**src/hw/ndfs_defs.svh**
```systemverilog
`ifndef NDFS_DEFS_SVH
`define NDFS_DEFS_SVH

// Register byte offsets (one aligned 32-bit word each).
`define NDFS_OFF_N4_FREQ 8'h00
`define NDFS_OFF_N4_WIDTH 8'h04
`define NDFS_OFF_N4_DEPTH 8'h08
`define NDFS_OFF_MODE 8'h0C
`define NDFS_OFF_D1_FREQ 8'h10
`define NDFS_OFF_D2_FREQ 8'h14
`define NDFS_OFF_D3_FREQ 8'h18
`define NDFS_OFF_D4_FREQ 8'h1C
`define NDFS_OFF_CTRL 8'h20
`define NDFS_OFF_STATUS 8'h24

// Control register fields.
`define NDFS_CTRL_TWO_DOF 0
`define NDFS_CTRL_ADAPT 1
`define NDFS_CTRL_ADAPT_DEPTH 2

// Status register fields.
`define NDFS_ST_ACTIVE_LSB 0
`define NDFS_ST_PENDING_LSB 4
`define NDFS_ST_N4_EN 8

// Reset values.
`define NDFS_RST_N4_FREQ 16'h1388
`define NDFS_RST_N4_WIDTH 16'h0002
`define NDFS_RST_N4_DEPTH 16'h0000
`define NDFS_RST_MODE 16'h0000
`define NDFS_RST_DAMP 16'h0000

// Setting ranges.
`define NDFS_N4_FREQ_MIN 16'h0032
`define NDFS_N4_FREQ_OFF 16'h1388
`define NDFS_N4_WIDTH_MAX 16'h0014
`define NDFS_N4_DEPTH_MAX 16'h0063
`define NDFS_MODE_MAX 16'h0003
`define NDFS_DAMP_MIN 16'h000A
`define NDFS_DAMP_MAX 16'h07D0

// Command sampling period and clock.
`define NDFS_SAMPLE_PERIOD_NS 166000
`define NDFS_CLK_PERIOD_NS 5
`define NDFS_SAMPLE_CYCLES (`NDFS_SAMPLE_PERIOD_NS / `NDFS_CLK_PERIOD_NS)

`endif

```
**src/hw/ndfs_pkg.sv**
```systemverilog
package ndfs_pkg;

   // --------------------------------------------------------------
   // Types
   // --------------------------------------------------------------

   // Command activity tracker, one-hot.
   typedef enum logic [1:0] {
      NDFS_CMD_IDLE = 2'b01,
      NDFS_CMD_RUN = 2'b10
   } ndfs_cmd_state_t;

   // Software control bits.
   typedef struct packed {
      logic adapt_depth;
      logic adapt;
      logic two_dof;
   } ndfs_ctrl_t;

   // Host-side levels caught once per sampling period.
   typedef struct packed {
      logic sel1;
      logic sel0;
      logic dir_neg;
      logic cnt_nz;
   } ndfs_sample_t;

endpackage : ndfs_pkg

```
**src/hw/ndfs_damp_freq.sv**
```systemverilog
`timescale 1ns/1ps
`include "ndfs_defs.svh"

// ------------------------------------------------------------------
// Damping frequency check: validity and effective value.
// ------------------------------------------------------------------
module ndfs_damp_freq (
   // Raw setting in 0.1 Hz.
   input wire logic [15:0] raw,
   // Filter usable and effective setting.
   output logic valid,
   output logic [15:0] eff
);

   // A setting below 1.0 Hz disables the filter, and the value above the top
   // of the range is limited rather than refused so writes never vanish.
   always_comb begin
      valid = (raw >= `NDFS_DAMP_MIN);
      eff = (raw > `NDFS_DAMP_MAX) ? `NDFS_DAMP_MAX : raw;
      if (!valid) begin
         eff = 16'h0000;
      end
   end

endmodule : ndfs_damp_freq

```
**src/hw/ndfs_sel_decode.sv**
```systemverilog
`timescale 1ns/1ps

// ------------------------------------------------------------------
// Damping filter selection decode.
// ------------------------------------------------------------------
module ndfs_sel_decode (
   // Configuration.
   input wire logic [1:0] mode,
   input wire logic two_dof,
   // Sampled host levels.
   input wire logic sel0,
   input wire logic sel1,
   input wire logic dir_neg,
   // One bit per damping filter, bit 0 is the first.
   output logic [3:0] mask
);

   // Two-degree-of-freedom control allows a single filter at a time.
   always_comb begin
      mask = 4'h0;
      case (mode)
         2'd0: begin
            mask = two_dof ? 4'h1 : 4'h3;
         end
         2'd1: begin
            if (two_dof) begin
               mask = sel0 ? 4'h2 : 4'h1;
            end else begin
               mask = sel0 ? 4'hA : 4'h5;
            end
         end
         2'd2: begin
            mask = 4'h1 << {sel1, sel0};
         end
         default: begin
            if (two_dof) begin
               mask = dir_neg ? 4'h2 : 4'h1;
            end else begin
               mask = dir_neg ? 4'h2 : 4'h5;
            end
         end
      endcase
   end

endmodule : ndfs_sel_decode

```
**src/hw/ndfs_top.sv**
```systemverilog
// Design decisions made here: the placing of the registers and the plain strobed port.
`timescale 1ns/1ps
`include "ndfs_defs.svh"

module ndfs_top #(
   parameter int unsigned SAMPLE_CYCLES = `NDFS_SAMPLE_CYCLES
) (
   // Clock and reset.
   input wire logic clk,
   input wire logic resetn,
   // Register port.
   input wire logic [7:0] addr,
   input wire logic [31:0] wr_data,
   input wire logic wr_en,
   input wire logic rd_en,
   output logic [31:0] rd_data,
   // Host controller levels.
   input wire logic damp_select_in0,
   input wire logic damp_select_in1,
   input wire logic cmd_dir_neg,
   input wire logic [15:0] cmd_pulse_cnt,
   input wire logic pos_complete,
   // Adaptive estimator results.
   input wire logic adapt_freq2_vld,
   input wire logic [15:0] adapt_freq2,
   input wire logic adapt_depth_vld,
   input wire logic [15:0] adapt_depth,
   // Filter configuration outputs.
   output logic notch4_en,
   output logic [15:0] notch4_freq,
   output logic [15:0] notch4_width,
   output logic [15:0] notch4_depth,
   output logic [3:0] damp_en,
   output logic [63:0] damp_freq,
   output logic fast_release
);

   // ----------------------------------------------------------------
   // Register file
   // ----------------------------------------------------------------

   logic [15:0] n4_freq_q, n4_freq_d;
   logic [15:0] n4_width_q, n4_width_d;
   logic [15:0] n4_depth_q, n4_depth_d;
   logic [15:0] mode_q, mode_d;
   logic [15:0] dfreq_q [4];
   logic [15:0] dfreq_d [4];
   ndfs_pkg::ndfs_ctrl_t ctrl_q, ctrl_d;
   logic [31:0] rd_data_q, rd_data_d;
   logic [3:0] active_q, active_d;
   logic [3:0] pending_q, pending_d;
   logic [15:0] wv;

   // Out-of-range notch and mode writes are dropped, damping frequencies are kept as written; an
   // estimator result lands in the same cycle as a write and wins over it.
   always_comb begin
      wv = wr_data[15:0];
      n4_freq_d = n4_freq_q;
      n4_width_d = n4_width_q;
      n4_depth_d = n4_depth_q;
      mode_d = mode_q;
      dfreq_d = dfreq_q;
      ctrl_d = ctrl_q;
      if (wr_en) begin
         if (addr == `NDFS_OFF_N4_FREQ) begin
            if (wv >= `NDFS_N4_FREQ_MIN && wv <= `NDFS_N4_FREQ_OFF) begin
               n4_freq_d = wv;
            end
         end else if (addr == `NDFS_OFF_N4_WIDTH) begin
            if (wv <= `NDFS_N4_WIDTH_MAX) begin
               n4_width_d = wv;
            end
         end else if (addr == `NDFS_OFF_N4_DEPTH) begin
            if (wv <= `NDFS_N4_DEPTH_MAX) begin
               n4_depth_d = wv;
            end
         end else if (addr == `NDFS_OFF_MODE) begin
            if (wv <= `NDFS_MODE_MAX) begin
               mode_d = wv;
            end
         end else if (addr == `NDFS_OFF_D1_FREQ) begin
            dfreq_d[0] = wv;
         end else if (addr == `NDFS_OFF_D2_FREQ) begin
            dfreq_d[1] = wv;
         end else if (addr == `NDFS_OFF_D3_FREQ) begin
            dfreq_d[2] = wv;
         end else if (addr == `NDFS_OFF_D4_FREQ) begin
            dfreq_d[3] = wv;
         end else if (addr == `NDFS_OFF_CTRL) begin
            ctrl_d = wr_data[2:0];
         end
      end
      if (ctrl_q.adapt && adapt_freq2_vld && adapt_freq2 >= `NDFS_N4_FREQ_MIN
          && adapt_freq2 <= `NDFS_N4_FREQ_OFF) begin
         n4_freq_d = adapt_freq2;
      end
      if (ctrl_q.adapt_depth && adapt_depth_vld && adapt_depth <= `NDFS_N4_DEPTH_MAX) begin
         n4_depth_d = adapt_depth;
      end
   end

   // Read data stand in the cycle after the strobe only; unmapped reads give zero.
   always_comb begin
      rd_data_d = 32'h0000_0000;
      if (rd_en) begin
         if (addr == `NDFS_OFF_N4_FREQ) begin
            rd_data_d = {16'h0000, n4_freq_q};
         end else if (addr == `NDFS_OFF_N4_WIDTH) begin
            rd_data_d = {16'h0000, n4_width_q};
         end else if (addr == `NDFS_OFF_N4_DEPTH) begin
            rd_data_d = {16'h0000, n4_depth_q};
         end else if (addr == `NDFS_OFF_MODE) begin
            rd_data_d = {16'h0000, mode_q};
         end else if (addr == `NDFS_OFF_D1_FREQ) begin
            rd_data_d = {16'h0000, dfreq_q[0]};
         end else if (addr == `NDFS_OFF_D2_FREQ) begin
            rd_data_d = {16'h0000, dfreq_q[1]};
         end else if (addr == `NDFS_OFF_D3_FREQ) begin
            rd_data_d = {16'h0000, dfreq_q[2]};
         end else if (addr == `NDFS_OFF_D4_FREQ) begin
            rd_data_d = {16'h0000, dfreq_q[3]};
         end else if (addr == `NDFS_OFF_CTRL) begin
            rd_data_d = {29'h0000_0000, ctrl_q};
         end else if (addr == `NDFS_OFF_STATUS) begin
            rd_data_d[`NDFS_ST_ACTIVE_LSB +: 4] = active_q;
            rd_data_d[`NDFS_ST_PENDING_LSB +: 4] = pending_q;
            rd_data_d[`NDFS_ST_N4_EN] = (n4_freq_q != `NDFS_N4_FREQ_OFF);
         end
      end
   end

   // Register storage.
   always_ff @(posedge clk or negedge resetn) begin
      if (!resetn) begin
         n4_freq_q <= `NDFS_RST_N4_FREQ;
         n4_width_q <= `NDFS_RST_N4_WIDTH;
         n4_depth_q <= `NDFS_RST_N4_DEPTH;
         mode_q <= `NDFS_RST_MODE;
         for (int i = 0; i < 4; i++) begin
            dfreq_q[i] <= `NDFS_RST_DAMP;
         end
         ctrl_q <= '0;
         rd_data_q <= 32'h0000_0000;
      end else begin
         n4_freq_q <= n4_freq_d;
         n4_width_q <= n4_width_d;
         n4_depth_q <= n4_depth_d;
         mode_q <= mode_d;
         dfreq_q <= dfreq_d;
         ctrl_q <= ctrl_d;
         rd_data_q <= rd_data_d;
      end
   end

   // ----------------------------------------------------------------
   // Command sampling tick
   // ----------------------------------------------------------------

   logic [31:0] tick_cnt_q, tick_cnt_d;
   logic tick_q, tick_d;

   // One-cycle enable at the command sampling period.
   always_comb begin
      tick_d = (tick_cnt_q == SAMPLE_CYCLES - 1);
      tick_cnt_d = tick_d ? 32'h0000_0000 : tick_cnt_q + 32'h0000_0001;
   end

   always_ff @(posedge clk or negedge resetn) begin
      if (!resetn) begin
         tick_cnt_q <= 32'h0000_0000;
         tick_q <= 1'b0;
      end else begin
         tick_cnt_q <= tick_cnt_d;
         tick_q <= tick_d;
      end
   end

   // ----------------------------------------------------------------
   // Selection and deferred switching
   // ----------------------------------------------------------------

   ndfs_pkg::ndfs_sample_t smp_q, smp_d;
   ndfs_pkg::ndfs_cmd_state_t cmd_q, cmd_d;
   logic [3:0] sel_mask;
   logic fast_q, fast_d;
   logic start_evt;

   ndfs_sel_decode u_decode (
      .mode(mode_q[1:0]),
      .two_dof(ctrl_q.two_dof),
      .sel0(smp_q.sel0),
      .sel1(smp_q.sel1),
      .dir_neg(smp_q.dir_neg),
      .mask(sel_mask)
   );

   // The host levels are caught once per period so the selection cannot
   // chatter inside a period; the pending mask follows the caught levels one cycle later.
   always_comb begin
      smp_d = smp_q;
      if (tick_q) begin
         smp_d.sel0 = damp_select_in0;
         smp_d.sel1 = damp_select_in1;
         smp_d.dir_neg = cmd_dir_neg;
         smp_d.cnt_nz = (cmd_pulse_cnt != 16'h0000);
      end
      pending_d = sel_mask;
   end

   // A command start is the count going from zero to nonzero between two
   // samples; switching is only safe then, with the axis in position.
   always_comb begin
      cmd_d = cmd_q;
      start_evt = 1'b0;
      active_d = active_q;
      fast_d = 1'b0;
      case (cmd_q)
         ndfs_pkg::NDFS_CMD_IDLE: begin
            if (tick_q && cmd_pulse_cnt != 16'h0000) begin
               cmd_d = ndfs_pkg::NDFS_CMD_RUN;
               start_evt = 1'b1;
            end
         end
         ndfs_pkg::NDFS_CMD_RUN: begin
            if (tick_q && cmd_pulse_cnt == 16'h0000) begin
               cmd_d = ndfs_pkg::NDFS_CMD_IDLE;
            end
         end
         default: begin
            cmd_d = ndfs_pkg::NDFS_CMD_IDLE;
         end
      endcase
      if (start_evt && pos_complete) begin
         active_d = pending_q;
         fast_d = (pending_q != active_q);
      end
   end

   always_ff @(posedge clk or negedge resetn) begin
      if (!resetn) begin
         smp_q <= '0;
         cmd_q <= ndfs_pkg::NDFS_CMD_IDLE;
         pending_q <= 4'h3;
         active_q <= 4'h3;
         fast_q <= 1'b0;
      end else begin
         smp_q <= smp_d;
         cmd_q <= cmd_d;
         pending_q <= pending_d;
         active_q <= active_d;
         fast_q <= fast_d;
      end
   end

   // ----------------------------------------------------------------
   // Filter outputs
   // ----------------------------------------------------------------

   logic [3:0] dvalid;
   logic [15:0] deff [4];
   logic [3:0] damp_en_q, damp_en_d;
   logic [63:0] damp_freq_q, damp_freq_d;
   logic n4_en_q, n4_en_d;

   for (genvar g = 0; g < 4; g++) begin : g_damp
      ndfs_damp_freq u_freq (
         .raw(dfreq_q[g]),
         .valid(dvalid[g]),
         .eff(deff[g])
      );
   end

   // A selected filter with a disabling setting simply stays off.
   always_comb begin
      damp_en_d = active_q & dvalid;
      for (int i = 0; i < 4; i++) begin
         damp_freq_d[i*16 +: 16] = deff[i];
      end
      n4_en_d = (n4_freq_q != `NDFS_N4_FREQ_OFF);
   end

   always_ff @(posedge clk or negedge resetn) begin
      if (!resetn) begin
         damp_en_q <= 4'h0;
         damp_freq_q <= 64'h0000_0000_0000_0000;
         n4_en_q <= 1'b0;
      end else begin
         damp_en_q <= damp_en_d;
         damp_freq_q <= damp_freq_d;
         n4_en_q <= n4_en_d;
      end
   end

   assign rd_data = rd_data_q;
   assign notch4_en = n4_en_q;
   assign notch4_freq = n4_freq_q;
   assign notch4_width = n4_width_q;
   assign notch4_depth = n4_depth_q;
   assign damp_en = damp_en_q;
   assign damp_freq = damp_freq_q;
   assign fast_release = fast_q;

endmodule : ndfs_top

```
**config.mk**
```make
export PLATFORM = sky130hd
export DESIGN_NAME = ndfs_top
export DESIGN_NICKNAME = d
export VERILOG_FILES = /design/src/hw/ndfs_pkg.sv /design/src/hw/ndfs_damp_freq.sv /design/src/hw/ndfs_sel_decode.sv /design/src/hw/ndfs_top.sv
export VERILOG_INCLUDE_DIRS = /design/src /design/src/hw
export SDC_FILE = /design/constraint.sdc
export NUM_CORES = 1
export LEC_CHECK = 0
export BUFFER_PORTS_ARGS = -buffer_cell sky130_fd_sc_hd__buf_2
export CORE_MARGIN = 2
export CORE_UTILIZATION = 50
export CTS_CLUSTER_SIZE = 14
export DETAILED_ROUTE_END_ITERATION = 12
export PLACE_DENSITY = 0.77
export SYNTH_ARGS = -nofsm -noshare
export SYNTH_HDL_FRONTEND = slang
export SYNTH_SLANG_ARGS = --single-unit
```
**constraint.sdc**
```tcl
create_clock -name clk -period 1.6 [get_ports clk]
set_input_delay 0.4 -clock clk [delete_from_list [all_inputs] [get_ports clk]]
set_output_delay 0.4 -clock clk [all_outputs]
set_load 0.02 [all_outputs]
```
# ---- Word level (Yosys, flattened, before mapping)
# Index checks and enable logic that the tools add are counted.
dict set report word_totals {
  register_bits 279
  word_cells 144
  out_inout_bits 150
}
dict set report op_classes {
  addsub 1
  order_cmp 16
  bitwise_logic 9
  n_shift 1
  mux 44
  n_reduce_logical 29
  n_eq_ne 20
}
# operator count
set ops {}
lappend ops {{$mux W16} 27}
lappend ops {{$ge A16 B4 Y1 const B} 4}
lappend ops {{$gt A16 B11 Y1 const B} 4}
lappend ops {{$add A32 B1 Y32 const B} 1}
lappend ops {{$eq A32 B16 Y1 const B} 1}
lappend ops {{$eq A8 B5 Y1 const B} 4}
lappend ops {{$ge A16 B6 Y1 const B} 2}
lappend ops {{$le A16 B13 Y1 const B} 2}
lappend ops {{$le A16 B7 Y1 const B} 2}
lappend ops {{$mux W32} 1}
lappend ops {{$mux W9} 2}
lappend ops {{$eq A8 B4 Y1 const B} 2}
lappend ops {{$eq A8 B6 Y1 const B} 2}
lappend ops {{$le A16 B2 Y1 const B} 1}
lappend ops {{$le A16 B5 Y1 const B} 1}
lappend ops {{$logic_not A16 Y1} 1}
lappend ops {{$ne A16 B13 Y1 const B} 1}
lappend ops {{$reduce_bool A16 Y1} 1}
lappend ops {{$mux W4} 3}
lappend ops {{$pmux W4 S3} 1}
lappend ops {{$reduce_and A6 Y1} 2}
lappend ops {{$reduce_bool A2 Y1} 6}
lappend ops {{$mux W2} 5}
lappend ops {{$reduce_and A10 Y1} 1}
lappend ops {{other kinds (22)} 43}

# ---- Logic depth before layout (Yosys ltp)
dict set report depth {
  depth_word 12
  ltp_mapped 8
}

# ---- Modules after synthesis
# From an unflattened synthesis, not the netlist that was laid out.
dict set report hier_totals {
  cells_unflattened 976
  hier_area_um2 11941.5
}
# mod area_per_inst_um2 instances seq_area_each_um2 cells_per_inst
set by_module_without_submodules {}
lappend by_module_without_submodules {ndfs_top 10924.2 1 6595.1 844}
lappend by_module_without_submodules {ndfs_damp_freq 220.2 4 0.0 29}
lappend by_module_without_submodules {ndfs_sel_decode 136.4 1 0.0 16}

# ---- Least setup slack after synthesis
# No wires, ideal clock.
dict set report synth_path {
  path_type {input to register}
  from {input addr[7]}
  to {register dfreq_q[22] in the netlist's numbering}
  slack_ns -0.467
  cell_stages 6
  t_required_ns 1.472
  arrival_ns 1.939
  path_cell_list {nor4b_4 > or3b_1 > buf_2 > nor2_8 > buf_6 > mux2_1}
}
dict set report synth_between {
  elab_chain_cells 3
  word_cells_on_any_way 14
  classes_between {6 x eq/ne; 6 x bitwise; 2 x reduce/logical}
}
# item line_no
set synth_lines {}
lappend synth_lines {{from (decl)} ndfs_top.sv:12} ;# input wire logic [7:0] addr,
lappend synth_lines {{$eq A8 B5 Y1 (no line) (tied with other cells)} -}
lappend synth_lines {{$not A1 Y1 (no line)} -}
lappend synth_lines {{$reduce_and A8 Y1 (no line) (*)} -}
lappend synth_lines {{to (signal, indexed assignment)} ndfs_top.sv:140} ;# dfreq_q[i] <= `NDFS_RST_DAMP;
lappend synth_lines {{to (signal assigned)} ndfs_top.sv:149} ;# dfreq_q <= dfreq_d;
lappend synth_lines {{to (decl)} ndfs_top.sv:46} ;# logic [15:0] dfreq_q [4];
# Mark *: on every way between the ends. The rest lies on a longest branch, timed or not.
# A chain may end at the register's enable or synchronous reset.

# ---- Worst setup path in the final report
dict set report layout_path {
  from {register ctrl_q[1] in the netlist's numbering}
  to {register n4_freq_q[15] (netlist: notch4_freq[15])}
}
dict set report layout_between {
  elab_chain_cells 5
  word_cells_on_any_way 8
  classes_between {1 x mux; 7 x reduce/logical}
}
# item line_no
set layout_lines {}
lappend layout_lines {{from (decl)} ndfs_top.sv:48} ;# ndfs_pkg::ndfs_ctrl_t ctrl_q, ctrl_d;
lappend layout_lines {{from (signal assigned)} ndfs_top.sv:150} ;# ctrl_q <= ctrl_d;
lappend layout_lines {{$logic_and A1 B1 Y1 (*)} ndfs_top.sv:93} ;# if (ctrl_q.adapt && adapt_freq2_vld && adapt_freq2 >= `NDFS_N4_FREQ_MIN
lappend layout_lines {{$logic_and A1 B1 Y1 (no line) (*) (2 in series)} -}
lappend layout_lines {{$reduce_bool A2 Y1 (no line)} -}
lappend layout_lines {{$reduce_and A3 Y1 (no line)} -}
lappend layout_lines {{to (signal assigned)} ndfs_top.sv:135} ;# n4_freq_q <= `NDFS_RST_N4_FREQ;
lappend layout_lines {{to (signal assigned)} ndfs_top.sv:145} ;# n4_freq_q <= n4_freq_d;
lappend layout_lines {{to (decl)} ndfs_top.sv:42} ;# logic [15:0] n4_freq_q, n4_freq_d;
# Marks and branches as above.

==> run_results.csv <==
group,metric,value,unit
cells_and_area,area_growth,43.30,%
sta,fin_crit,1.771,ns
logic_synthesis,avgSynthCellArea,11.50,sq um
hold_path,min-delay-start,"damp_select_in0",
pwr,p_sw_share,25.67,%
logic_synthesis,synth-seq-cells,263,
clock_network,cts_sinks,263,
worst_setup_path,reg2reg_setup_slack,-0.17,ns
clock_network,htreeDepth,1,
floorplanning,core_area,22850,sq um
sta,tns,-6.452,ns
sta,tightestPinTransition,0.5407,ns
sta,hold_violations,0,
drt,drc,0,
cells_and_area,post-route-cell-area,16780,sq um
logic_synthesis,synth-async-reset-ratio,100.0,%
sta,slew_headroom,63.96,%
floorplanning,dieWidth,157.0,um
sta,min_period_over_period,110.7,%
sta,finalClockSkew,0.01276,ns
logic_synthesis,synth_ff_type,"dfrtp_1",
worst_setup_path,cp_max_fo,11,
sta,setup_violations,81,
place,place_area,14770,sq um
floorplanning,die-area,24660,sq um
global_routing,grt_pass1_wl,57410,um
pwr,pwr-share-comb,14.8,%
worst_setup_path,rr_worst_depth,5,
logic_synthesis,synth_edf_count,0,
pwr,p_sw,4.122,mW
pwr,p_leak,8.505,nW
run_status,violations,"setup timing",
floorplanning,io_pins,248,
floorplanning,die_h,157.0,um
clock_network,cts_buffer_depth,3,
sta,drv_slew,0,
drt,vias,10160,
drt,drt_wl_total,38320,um
drt,dr.pass1.iters,5,
cells_and_area,fin_nets,1572,
run_status,status,"finished with violations",
logic_synthesis,synthCells,1018,
pwr,power.internal,11.93,mW
drt,wl_per_cell,21.17,um
clock_network,insertion_delay,0.54,ns
worst_setup_path,crit_type,"flip-flop to flip-flop",
worst_setup_path,start_kind,"flip-flop",
sta,fmax,564.7,MHz
worst_setup_path,endpoint_kind,"flip-flop",
place,io_buffers,215,
floorplanning,start_util,51.25,%
hold_path,worst_hold_path.num_cells,2,
logic_synthesis,synth-seq-area-share,56.33,%
cells_and_area,fillers,1550,
logic_synthesis,synth_cell_type_count,73,
hold_path,min_to,"smp_q[2]",
cells_and_area,layout_common_cells,"dfrtp_1, buf_4, buf_2",
global_routing,grt-ovfl-total,0,
floorplanning,rows,55,
worst_setup_path,critPathArrivalTime,2.20,ns
global_routing,grt_max_degree,83,
sta,layout_setup_ws,-0.1709,ns
drt,ant_nets,0,
pwr,p_total,16.06,mW
clock_network,numCtsBuffers,28,
pwr,powerDensity,956.9,nW/um^2
worst_setup_path,cp_data_required_time,2.03,ns
place,dpl.hpwl,26880,um
clock_network,root_buffer,"clkbuf_16",
cells_and_area,drive_above_1_share,46.76,%
place,pre_cts_ws,-0.7788,ns
worst_setup_path,r2r-end,"notch4_freq[15]",
job,maxCapViolations,0,
cells_and_area,final_common_cell,"dfrtp_1",
drt,first_iter_violations,767,
logic_synthesis,synth_area,11710,sq um
place,place_congestion,0.9379,
clock_network,clk_pin_slew,0.06,ns
worst_setup_path,r2r_start,"ctrl_q[1]",
global_routing,antenna_found_initial,1,
pwr,clkPwrFrac,40.7,%
logic_synthesis,yosysWarnings,0,
hold_path,hold_path_class,"input port to flip-flop",
global_routing,grt_usage,30.71,%
drt,vias_per_cell,5.614,
sta,rsz0062_at_grt,"true",
pwr,seqPwrFrac,44.5,%
global_routing,grt_pass1_vias,10190,
clock_network,cts_tree,"yes",
pwr,irDropWorstVdd,967.5,uV
==> state kept, by name, summed over array words and instances (netlist names) <==
| register | cells |
|---|---|
| rd_data | 16 |
| fast_release | 1 |
| active_q | 4 |
| notch4_depth | 16 |
| damp_en | 4 |
| dfreq_q | 64 |
| notch4_width | 16 |
| notch4_freq | 16 |
| pending_q | 4 |
| tick_cnt_q | 32 |
| smp_q | 3 |
| mode_q | 16 |
| ctrl_q | 3 |
| notch4_en | 1 |
| cmd_q | 2 |
| damp_freq | 64 |
| tick_q | 1 |
==> metrics by stage <==
stage | cells | hold WS (ns) | utilization (%)
global route | 1808 | 0.08122 | 73.42
floorplan | 1053 | 0.1044 | -
global placement | 1706 | 0.4364 | 64.65
CTS | 1792 | 0.07032 | 71.90
detailed placement | 1706 | 0.4321 | 64.65
finish | 1810 | 0.08617 | 73.44
==> routing by layer <==
layer  up-vias  part of all wire, %  GRT usage, %
met5         -                    0             0
met4         0                  3.4         10.13
met3       101                  9.4         7.627
met2       493                   48         50.04
met1      5031                   39         40.58
li1       4536                    -             -
==> Yosys cell counts, types with 21 or more instances <==
library cell | instances | area, sq um
nor2b_1 | 21 | 131.4
o21ai_0 | 43 | 215.2
nor2_1 | 81 | 304.0
a21oi_1 | 46 | 230.2
mux2i_1 | 27 | 270.3
xnor2_1 | 22 | 192.7
nand2_1 | 50 | 187.7
and2_1 | 22 | 137.6
clkbuf_1 | 28 | 105.1
mux2_2 | 71 | 799.5
dfrtp_1 | 252 | 6306
nand3_1 | 29 | 145.1
and3_1 | 26 | 162.7
or3_1 | 22 | 137.6
==> worst max-delay path: stages, from the launching register on <==
cell	delay, ns
dfrtp_1	0.42
nand2_1	0.09
or4_4	0.44
a311o_1	0.34
buf_6	0.18
and3_4	0.18
==> kinds of logic after synthesis <==
logic type               Yosys count  synth area share, %
AND/OR/NAND/NOR                  352                16.49
flip-flops                       263                56.33
AO/OA/AOI/OAI                    163                8.934
multiplexers                     117                11.83
buffers and inverters             87                3.740
XOR/XNOR                          34                2.543
adder cells (fa/ha/maj)            1               0.1068
other                              1              0.03203
==> power groups by stage <==
stage | Clock (mW) | Combinational (mW) | Sequential (mW)
2_1_floorplan | 0 | 0.730 | 7.52
3_3_place_gp | 0 | 2.02 | 7.23
3_5_place_dp | 0 | 2.05 | 7.24
4_1_cts | 6.59 | 2.25 | 7.13
5_1_grt | 6.87 | 2.53 | 7.17
6_report | 6.53 | 2.38 | 7.14
==> timing repair <==
action,4_1_cts,5_1_grt
hold buffers,1,0
cloned,1,1
endpoints found under the hold margin,252,0
endpoints found under the setup margin,123,164
buffers inserted,33,16
pin swaps,28,27
resized for setup,117,62
==> final cells by class <==
cell class / count / area, sq um / share of cell area, %
clock inverter: 10 / 103.9 / 0.6189
clock buffer: 42 / 834.6 / 4.974
timing repair buffer: 457 / 3364 / 20.05
sequential: 263 / 6598 / 39.32
antenna: 2 / 5.005 / 0.02983
tap: 313 / 391.6 / 2.334
multi-input combinational: 704 / 5410 / 32.24
inverter: 19 / 71.32 / 0.4251
==> worst max-delay path by stage <==
stage	depth (start not counted)	slack, ns	start	end
after floorplan	6	-0.43	addr[5]	dfreq_q[21]
after global placement	5	-0.73	addr[6]	dfreq_q[63]
after detailed placement	5	-0.78	addr[6]	dfreq_q[48]
after CTS	5	-0.15	ctrl_q[1]	notch4_freq[14]
after global routing	5	-0.20	ctrl_q[1]	notch4_freq[14]
final	5	-0.17	ctrl_q[1]	notch4_freq[15]
Power figures use the tool's default switching activity.
